**config.mk**
```make
export PLATFORM = sky130hd
export DESIGN_NAME = cgc_top
export DESIGN_NICKNAME = d
export VERILOG_FILES = /design/src/core/cgc_pkg.sv /design/src/core/cgc_top.sv /design/src/core/cgc_sync2.sv /design/src/core/cgc_delay_cnt.sv
export SDC_FILE = /design/constraint.sdc
export NUM_CORES = 1
export LEC_CHECK = 0
export ABC_AREA = 1
export BUFFER_PORTS_ARGS = -buffer_cell sky130_fd_sc_hd__buf_4
export CAP_MARGIN = 15
export CELL_PAD_IN_SITES_DETAIL_PLACEMENT = 0
export CELL_PAD_IN_SITES_GLOBAL_PLACEMENT = 1
export CORE_AREA = 2 2 53 105
export CTS_CLUSTER_DIAMETER = 40
export DETAILED_ROUTE_END_ITERATION = 12
export DIE_AREA = 0 0 55 107
export GPL_TIMING_DRIVEN = 0
export PLACE_DENSITY_LB_ADDON = 0.1
export SKIP_CTS_REPAIR_TIMING = 1
export SYNTH_ARGS = -nofsm -noshare
export SYNTH_HDL_FRONTEND = slang
export SYNTH_SLANG_ARGS = --single-unit
```
**constraint.sdc**
```tcl
create_clock -name MCLK -period 1.95 [get_ports MCLK]
set_input_delay 0.39 -clock MCLK [delete_from_list [all_inputs] [get_ports MCLK]]
set_output_delay 0.39 -clock MCLK [all_outputs]
set_load 0.02 [all_outputs]
```
**src/core/cgc_pkg.sv**
```systemverilog
package cgc_pkg;
	// special-function addresses of the two registers
	localparam logic [7:0] CGC_CTRL_ADDR = 8'hab; // general_control_reg
	localparam logic [7:0] CGC_STAT_ADDR = 8'haa; // general_status_reg, read only
	// general_control_reg bit positions
	localparam int CGC_ABORT_REQUEST_BIT = 7; // abort_request
	localparam int CGC_OVERLOAD_REQUEST_BIT = 6; // overload_request
	localparam int CGC_TTC_BIT = 5; // time_triggered_mode
	localparam int CGC_SYNC_BIT = 4; // trigger_capture_select
	localparam int CGC_LISTEN_BIT = 3; // listening mode
	localparam int CGC_TEST_BIT = 2; // factory test mode
	localparam int CGC_ENA_BIT = 1; // controller_enable
	localparam int CGC_SOFT_RESET_BIT = 0; // soft_reset
	// general_status_reg bit positions
	localparam int CGC_OVFG_BIT = 6; // overload frame being sent
	localparam int CGC_TBSY_BIT = 4; // transmitter busy
	localparam int CGC_RBSY_BIT = 3; // receiver busy
	localparam int CGC_ENABLED_STATE_FLAG_BIT = 2; // enabled_state_flag
	localparam int CGC_BOFF_BIT = 1; // bus off
	localparam int CGC_ERRP_BIT = 0; // error passive
	// reset values and constants
	localparam logic [7:0] CGC_CTRL_RST = 8'h00; // control register after reset
	localparam logic [7:0] CGC_UNMAPPED_DATA = 8'h00; // read of any other address
	localparam logic CGC_RECESSIVE = 1'b1; // recessive bus level
	localparam logic [1:0] CGC_START_CYCLES = 2'h2; // start delay clocks counted before done
	// enable/standby sequencing
	typedef enum logic [1:0] {
		EN_OFF,
		EN_STARTING,
		EN_ON,
		EN_STOPPING
	} cgc_en_state_type;
endpackage

```
**src/core/cgc_top.sv**
```systemverilog
`timescale 1ns/1ps
module cgc_top import cgc_pkg::*; (
	input wire logic MCLK, // controller clock, 25 MHz
	input wire logic RST_B, // hardware reset, active low
	input wire logic [7:0] SFR_ADDR, // special-function address
	input wire logic [7:0] SFR_WDATA, // write data
	input wire logic SFR_WR, // write strobe, one cycle
	input wire logic SFR_RD, // read strobe, one cycle
	output logic [7:0] SFR_RDATA, // read data, valid the cycle after SFR_RD
	input wire logic CAN_RX, // bus receive pin, asynchronous
	output logic CAN_TX, // bus transmit pin
	input wire logic ENG_TX_BIT, // engine transmit bit
	input wire logic ENG_ACK_BIT, // engine ack bit, low drives ack dominant
	input wire logic FRAME_ACTIVE, // engine: frame on the bus in progress
	input wire logic RX_MSG_DONE, // engine: message received, pulse
	input wire logic OVL_TX_START, // engine: overload frame begins, pulse
	input wire logic OVL_TX_ACTIVE, // engine: overload frame being sent
	input wire logic SOF_SEEN, // engine: start of frame, pulse
	input wire logic EOF_LAST, // engine: last bit of end of frame, pulse
	input wire logic TX_DONE, // engine: transmission ended ok, pulse
	input wire logic RX_DONE, // engine: reception ended ok, pulse
	input wire logic TX_BUSY, // engine: transmitter busy
	input wire logic RX_BUSY, // engine: receiver busy
	input wire logic BUS_OFF, // engine: bus-off state
	input wire logic ERR_PASSIVE, // engine: error-passive state
	output logic RX_DATA, // synchronised receive bit to engine
	output logic RX_ENABLE, // receiver active
	output logic ENG_RUN, // protocol engine may run
	output logic CLK_GATE_EN, // controller clock ungated
	output logic CORE_RST_B, // controller reset, active low
	output logic OBJ_EN_CLR, // clear every object_enable, pulse
	output logic TX_ABORT, // drop pending transmissions, level
	output logic OVL_FRAME_REQ, // send an overload frame, level
	output logic TTC_MODE, // time-triggered mode active
	output logic TIMER_CAPTURE, // capture trigger timer, pulse
	output logic LISTEN_MODE, // listening mode active
	output logic ERR_CNT_FREEZE, // hold error counters
	output logic TRANSMIT_OK_FLAG_SET, // set transmit_ok_flag of current object, pulse
	output logic RECEIVE_OK_FLAG_SET // set receive_ok_flag of current object, pulse
);
	logic [7:0] ctrl_ff; // general_control_reg storage
	logic [7:0] nxt_ctrl; // its next value
	logic soft_rst_ff; // soft reset pending this cycle
	logic ovl_pending_ff; // overload armed by a received message
	logic abort_seen_ff; // abort bit as seen last cycle
	cgc_en_state_type en_state_ff; // enable sequencing
	logic start_done; // start delay elapsed
	logic rx_sync; // synchronised receive pin
	logic enabled; // actual enabled state
	logic ctrl_wr; // write to control register
	logic [7:0] stat_word; // general_status_reg image

	assign ctrl_wr = SFR_WR && (SFR_ADDR == CGC_CTRL_ADDR);
	assign enabled = (en_state_ff == EN_ON) || (en_state_ff == EN_STOPPING);

	// pin passes two flops before anything reads it
	cgc_sync2 u_rx_sync (
		.clk(MCLK),
		.rst_b(RST_B),
		.rst_val(1'b1),
		.d_in(CAN_RX),
		.q_out(rx_sync)
	);

	// start delay runs while the sequencer waits for the engine
	cgc_delay_cnt u_start (
		.clk(MCLK),
		.rst_b(RST_B),
		.start(en_state_ff == EN_STARTING),
		.done(start_done)
	);

	// control register next value; registers reachable in any enable state
	always_comb begin
		nxt_ctrl = ctrl_ff;
		if (ctrl_wr) begin
			nxt_ctrl = SFR_WDATA;
			nxt_ctrl[CGC_SOFT_RESET_BIT] = 1'b0;
		end
		// hardware clear of the overload request, unless software sets it now
		if (OVL_TX_START && !(ctrl_wr && SFR_WDATA[CGC_OVERLOAD_REQUEST_BIT])) begin
			nxt_ctrl[CGC_OVERLOAD_REQUEST_BIT] = 1'b0;
		end
		// soft reset wipes the register, enable included
		if (soft_rst_ff) begin
			nxt_ctrl = CGC_CTRL_RST;
		end
	end

	// control register; the test bit resets to zero though software may not rely on it
	always_ff @(posedge MCLK or negedge RST_B) begin
		if (!RST_B) begin
			ctrl_ff <= CGC_CTRL_RST;
		end else begin
			ctrl_ff <= nxt_ctrl;
		end
	end

	// soft reset lasts exactly one cycle
	always_ff @(posedge MCLK or negedge RST_B) begin
		if (!RST_B) begin
			soft_rst_ff <= 1'b0;
		end else begin
			soft_rst_ff <= ctrl_wr && SFR_WDATA[CGC_SOFT_RESET_BIT];
		end
	end

	// controller reset: hardware reset or the soft reset pulse
	always_ff @(posedge MCLK or negedge RST_B) begin
		if (!RST_B) begin
			CORE_RST_B <= 1'b0;
		end else begin
			CORE_RST_B <= !(ctrl_wr && SFR_WDATA[CGC_SOFT_RESET_BIT]);
		end
	end

	// enable sequencer; stopping waits on the frame, not on software
	always_ff @(posedge MCLK or negedge RST_B) begin
		if (!RST_B) begin
			en_state_ff <= EN_OFF;
		end else if (soft_rst_ff) begin
			en_state_ff <= EN_OFF;
		end else begin
			case (en_state_ff)
				EN_OFF: begin
					if (ctrl_ff[CGC_ENA_BIT]) begin
						en_state_ff <= EN_STARTING;
					end
				end
				EN_STARTING: begin
					if (!ctrl_ff[CGC_ENA_BIT]) begin
						en_state_ff <= EN_OFF;
					end else if (start_done) begin
						en_state_ff <= EN_ON;
					end
				end
				EN_ON: begin
					if (!ctrl_ff[CGC_ENA_BIT]) begin
						en_state_ff <= EN_STOPPING;
					end
				end
				EN_STOPPING: begin
					// a frame under way is finished before the freeze
					if (ctrl_ff[CGC_ENA_BIT]) begin
						en_state_ff <= EN_ON;
					end else if (!FRAME_ACTIVE) begin
						en_state_ff <= EN_OFF;
					end
				end
				default: begin
					en_state_ff <= EN_OFF;
				end
			endcase
		end
	end

	// engine run, clock gate and receiver enable follow the sequencer
	always_ff @(posedge MCLK or negedge RST_B) begin
		if (!RST_B) begin
			ENG_RUN <= 1'b0;
			CLK_GATE_EN <= 1'b0;
			RX_ENABLE <= 1'b0;
		end else begin
			ENG_RUN <= enabled;
			CLK_GATE_EN <= (en_state_ff != EN_OFF);
			RX_ENABLE <= enabled;
		end
	end

	// bus pins: transmit recessive in standby and in listening mode, receive bit recessive in standby only
	always_ff @(posedge MCLK or negedge RST_B) begin
		if (!RST_B) begin
			CAN_TX <= CGC_RECESSIVE;
			RX_DATA <= CGC_RECESSIVE;
		end else begin
			if (!enabled || ctrl_ff[CGC_LISTEN_BIT]) begin
				CAN_TX <= CGC_RECESSIVE;
			end else begin
				CAN_TX <= ENG_TX_BIT & ENG_ACK_BIT;
			end
			RX_DATA <= enabled ? rx_sync : CGC_RECESSIVE;
		end
	end

	// abort: one clearing pulse per set, pending drop as a level
	always_ff @(posedge MCLK or negedge RST_B) begin
		if (!RST_B) begin
			abort_seen_ff <= 1'b0;
			OBJ_EN_CLR <= 1'b0;
			TX_ABORT <= 1'b0;
		end else begin
			abort_seen_ff <= ctrl_ff[CGC_ABORT_REQUEST_BIT];
			OBJ_EN_CLR <= ctrl_ff[CGC_ABORT_REQUEST_BIT] && !abort_seen_ff;
			TX_ABORT <= ctrl_ff[CGC_ABORT_REQUEST_BIT];
		end
	end

	// completion flags pass through whatever the abort state
	always_ff @(posedge MCLK or negedge RST_B) begin
		if (!RST_B) begin
			TRANSMIT_OK_FLAG_SET <= 1'b0;
			RECEIVE_OK_FLAG_SET <= 1'b0;
		end else begin
			TRANSMIT_OK_FLAG_SET <= TX_DONE;
			RECEIVE_OK_FLAG_SET <= RX_DONE;
		end
	end

	// overload arming: request plus a received message; the start pulse ends it
	always_ff @(posedge MCLK or negedge RST_B) begin
		if (!RST_B) begin
			ovl_pending_ff <= 1'b0;
		end else if (soft_rst_ff || OVL_TX_START || !ctrl_ff[CGC_OVERLOAD_REQUEST_BIT]) begin
			ovl_pending_ff <= 1'b0;
		end else if (RX_MSG_DONE) begin
			ovl_pending_ff <= 1'b1;
		end
	end

	// mode outputs and the timer capture strobe
	always_ff @(posedge MCLK or negedge RST_B) begin
		if (!RST_B) begin
			OVL_FRAME_REQ <= 1'b0;
			TTC_MODE <= 1'b0;
			TIMER_CAPTURE <= 1'b0;
			LISTEN_MODE <= 1'b0;
			ERR_CNT_FREEZE <= 1'b0;
		end else begin
			OVL_FRAME_REQ <= ovl_pending_ff && !OVL_TX_START;
			TTC_MODE <= ctrl_ff[CGC_TTC_BIT];
			// select only counts in time-triggered mode
			if (ctrl_ff[CGC_TTC_BIT] && enabled) begin
				TIMER_CAPTURE <= ctrl_ff[CGC_SYNC_BIT] ? EOF_LAST : SOF_SEEN;
			end else begin
				TIMER_CAPTURE <= 1'b0;
			end
			LISTEN_MODE <= ctrl_ff[CGC_LISTEN_BIT];
			ERR_CNT_FREEZE <= ctrl_ff[CGC_LISTEN_BIT];
		end
	end

	// status image; reserved bits read zero
	always_comb begin
		stat_word = 8'h00;
		stat_word[CGC_OVFG_BIT] = OVL_TX_ACTIVE;
		stat_word[CGC_TBSY_BIT] = TX_BUSY;
		stat_word[CGC_RBSY_BIT] = RX_BUSY;
		stat_word[CGC_ENABLED_STATE_FLAG_BIT] = enabled;
		stat_word[CGC_BOFF_BIT] = BUS_OFF;
		stat_word[CGC_ERRP_BIT] = ERR_PASSIVE;
	end

	// registered read port; other addresses answer zero
	always_ff @(posedge MCLK or negedge RST_B) begin
		if (!RST_B) begin
			SFR_RDATA <= 8'h00;
		end else if (SFR_RD) begin
			case (SFR_ADDR)
				CGC_CTRL_ADDR: begin
					SFR_RDATA <= ctrl_ff;
				end
				CGC_STAT_ADDR: begin
					SFR_RDATA <= stat_word;
				end
				default: begin
					SFR_RDATA <= CGC_UNMAPPED_DATA;
				end
			endcase
		end
	end
endmodule

```
**src/core/cgc_sync2.sv**
```systemverilog
`timescale 1ns/1ps
// two-flop synchroniser for a pin level
module cgc_sync2 (
	input wire logic clk, // controller clock
	input wire logic rst_b, // async reset, active low
	input wire logic rst_val, // reset level, unused; both flops reset to 1
	input wire logic d_in, // asynchronous level
	output logic q_out // synchronised level
);
	logic meta_ff; // first stage, read only by the second stage
	// metastability guard; rst_val is tied to a literal at the instance
	always_ff @(posedge clk or negedge rst_b) begin
		if (!rst_b) begin
			meta_ff <= 1'b1;
			q_out <= 1'b1;
		end else begin
			meta_ff <= d_in;
			q_out <= meta_ff;
		end
	end
endmodule

```
**src/core/cgc_delay_cnt.sv**
```systemverilog
`timescale 1ns/1ps
// counts a fixed number of clocks while start is held, then raises done
module cgc_delay_cnt import cgc_pkg::*; (
	input wire logic clk, // controller clock
	input wire logic rst_b, // async reset, active low
	input wire logic start, // hold high to count; low clears
	output logic done // high once the count has elapsed
);
	logic [1:0] cnt_ff; // elapsed clocks
	logic [1:0] nxt_cnt; // next count
	// saturate at the target so done stays high while start holds
	always_comb begin
		nxt_cnt = cnt_ff;
		if (!start) begin
			nxt_cnt = 2'h0;
		end else if (cnt_ff != CGC_START_CYCLES) begin
			nxt_cnt = cnt_ff + 2'h1;
		end
	end
	always_ff @(posedge clk or negedge rst_b) begin
		if (!rst_b) begin
			cnt_ff <= 2'h0;
		end else begin
			cnt_ff <= nxt_cnt;
		end
	end
	assign done = start && (cnt_ff == CGC_START_CYCLES);
endmodule

```
==> out/results.tsv <==
stage	metric	value	unit
synthesis	ys_top_cells_by_area	dfrtp_1, nand2_1, dfstp_2	
die	die_width	55	um
sta	min_period	1.32	ns
finish	layout_commonest_cell	buf_4	
synthesis	yosysUniqueCellTypes	20	
route	post_drt_wl_per_cell	11.9	um
sta	relSlewSlack	59.2	%
setup_path	path_depth	1	
sta	maxSlewViolCount	0	
power_and_ir_drop	p_per_area	944	nW/um^2
synthesis	synth_area	1480	um^2
global_routing	grt_usage	13.2	%
setup_path	endpoint	RX_DATA	
setup_path	path_cells	buf_4	
route	remaining_drc_errors	0	
synthesis	netlist.area_leader.share	54.1	%
route	drtPass1Iterations	4	
clock_tree	clk_latency	0.28	ns
power_and_ir_drop	leakagePower	1.14	nW
setup_path	path_class	reg2out	
clock_tree	numCtsBuffers	5	
sta	fin_ws	0.626	ns
setup_path	worstPathMaxFanout	1	
synthesis	avgSynthCellArea	9.03	um^2
clock_tree	cts_tree	yes	
route	drtIter0Drc	10	
setup_path	critical_path_buf_inv_count	1	
placement	portBuffers	57	
placement	post-place-ws	0.452	ns
clock_tree	cts-root-buf	clkbuf_8	
synthesis	synth-seq-cells	36	
sta	hold_viol	0	
synthesis	syn_inst	164	
power_and_ir_drop	ir_worst_vdd	0.766	mV
setup_path	cp.arrival	0.93	ns
setup_path	startpoint	RX_DATA	
global_routing	grt_max_degree	37	
sta	setup_tns	0	ns
global_routing	antenna_found_initial	0	
sta	setup_violations	0	
outcome	status	finished, final reports clean	
setup_path	r2r_end	en_state_ff[0]	
finish	area_growth_syn_to_layout	41.1	%
hold_path	hold_path_class	in2async	
synthesis	yosysWarnings	0	
synthesis	syn_nets	200	
setup_path	reg2reg_slack	0.67	ns
route	drtAntennaViolNets	0	
sta	fmax	0.755	GHz
setup_path	slowest_delay	0.53	ns
setup_path	startpoint_type	flip-flop	
die	start_util	29.1	%
finish	diodes	0	
route	viasPerCell	4.43	
setup_path	critPathSlowestCell	dfstp_2	
sta	worst_pin_slew	0.607	ns
global_routing	grt_pass1_vias	1293	
synthesis	yosysTopAreaCell	dfrtp_1	
die	rows	37	
clock_tree	ctsLongestPathBuffers	2	
die	die_y	107	um
clock_tree	htreeDepth	2	
die	dieArea	5890	um^2
setup_path	critPathRequiredTime	1.56	ns
setup_path	reg2regPathDepth	7	
placement	dpl.hpwl	2.71	mm
route	drt_wl_total	3.42	mm
setup_path	crit_family	flip-flops	
finish	final_nets	264	
clock_tree	worst_setup_hold_path_clk_slew	0.07	ns
finish	nFillCells	559	
synthesis	seq_area_frac_synth	61.2	%
job	maxCapViolCount	0	
clock_tree	cts.sink_count	36	
sta	grt_setup_unrepaired	no	
die	ios	58	
placement	gp_congestion	0.742	
setup_path	endpoint_kind	primary output	
sta	skew	0.00701	ns
route	vias	1271	
finish	post_route_cells_drive_above_1_share	32.8	%
die	core	5090	um^2
setup_path	timing.rr.start	en_state_ff[1]	
sta	post-route-period-util	67.9	%
global_routing	grt_remaining_overflow	0	
global_routing	grt_pass1_wl	5.55	mm
finish	final_cell_mix	buf_4, nand2_1, dfrtp_1	
==> Yosys cell counts <==
cell type	count
nand3_1	14
inv_1	23
clkbuf_2	1
nand4_1	1
buf_4	2
dfstp_2	4
nor2_1	10
or2_2	1
nor4_1	2
ha_1	1
clkbuf_1	2
nor3_1	1
o211ai_1	1
nand2_4	1
nand2_1	53
dfrtp_1	32
nor2_4	2
a21oi_1	2
o21ai_0	9
o31ai_1	2
==> flip-flops by register name, summed over array words and instances (netlist names) <==
register,cells
CAN_TX,1
CLK_GATE_EN,1
CORE_RST_B,1
ENG_RUN,1
ERR_CNT_FREEZE,1
OBJ_EN_CLR,1
OVL_FRAME_REQ,1
RECEIVE_OK_FLAG_SET,1
RX_DATA,1
SFR_RDATA,8
TIMER_CAPTURE,1
TRANSMIT_OK_FLAG_SET,1
TTC_MODE,1
abort_seen_ff,1
ctrl_ff,7
en_state_ff,2
ovl_pending_ff,1
soft_rst_ff,1
u_rx_sync.meta_ff,1
u_rx_sync.q_out,1
u_start.cnt_ff,2
==> power by group <==
group	leakage, nW	switching (mW)	internal (mW)
Clock	0.0552	0.253	0.379
Sequential	0.466	0.0356	0.845
Combinational	0.623	0.261	0.197
==> final cells by class <==
cell class	instances	area [um^2]	share of cell area [%]
Buffer	5	27.5	1.32
Clock buffer	6	72.6	3.48
Clock inverter	2	35.0	1.68
Inverter	23	86.3	4.13
Multi-Input combinational cell	100	460	22.0
Sequential cell	36	906	43.4
Tap cell	58	72.6	3.48
Timing Repair Buffer	57	428	20.5
==> worst min path at each step <==
stage               cells past startpoint               from  slack, ns         endpoint
finish                                  1              RST_B       0.05       OBJ_EN_CLR
global route                            1              RST_B       0.08       OBJ_EN_CLR
CTS                                     1              RST_B       0.06       OBJ_EN_CLR
detailed placement                      0  u_rx_sync.meta_ff       0.35  u_rx_sync.q_out
global placement                        0  u_rx_sync.meta_ff       0.35  u_rx_sync.q_out
floorplan                               0              RST_B       0.09      CLK_GATE_EN
==> routing by layer <==
layer	vias to the layer above	GRT usage, %	part of all wire [%]
li1	636	-	-
met1	590	12.7	33
met2	40	23.7	57
met3	5	3.76	7.5
met4	0	6.45	2.4
met5	-	0	0
==> cell families (layout without fill, tap and decap cells) <==
| group | Yosys count | count (layout) | share of synthesized area [%] |
|---|---|---|---|
| compound gates | 14 | 14 | 5.24 |
| fa+ha+maj | 1 | 1 | 0.845 |
| buf+inv | 28 | 93 | 7.69 |
| flops | 36 | 36 | 61.2 |
| simple gates | 85 | 85 | 25.0 |
==> per-stage QoR <==
stage          total power, mW  instances  instance area (um^2)  hold WS (ns)  util (%)
2_1_floorplan             1.15        164                  1480        0.0944         -
6_report                  1.97        287                  2090        0.0502      41.0
4_1_cts                   2.02        287                  2090        0.0598      41.0
3_3_place_gp              1.35        279                  1980         0.348      38.9
5_1_grt                   2.11        287                  2090        0.0792      41.0
3_5_place_dp              1.36        279                  1980         0.347      38.9
Note: power is estimated with default switching activity, not from simulation.
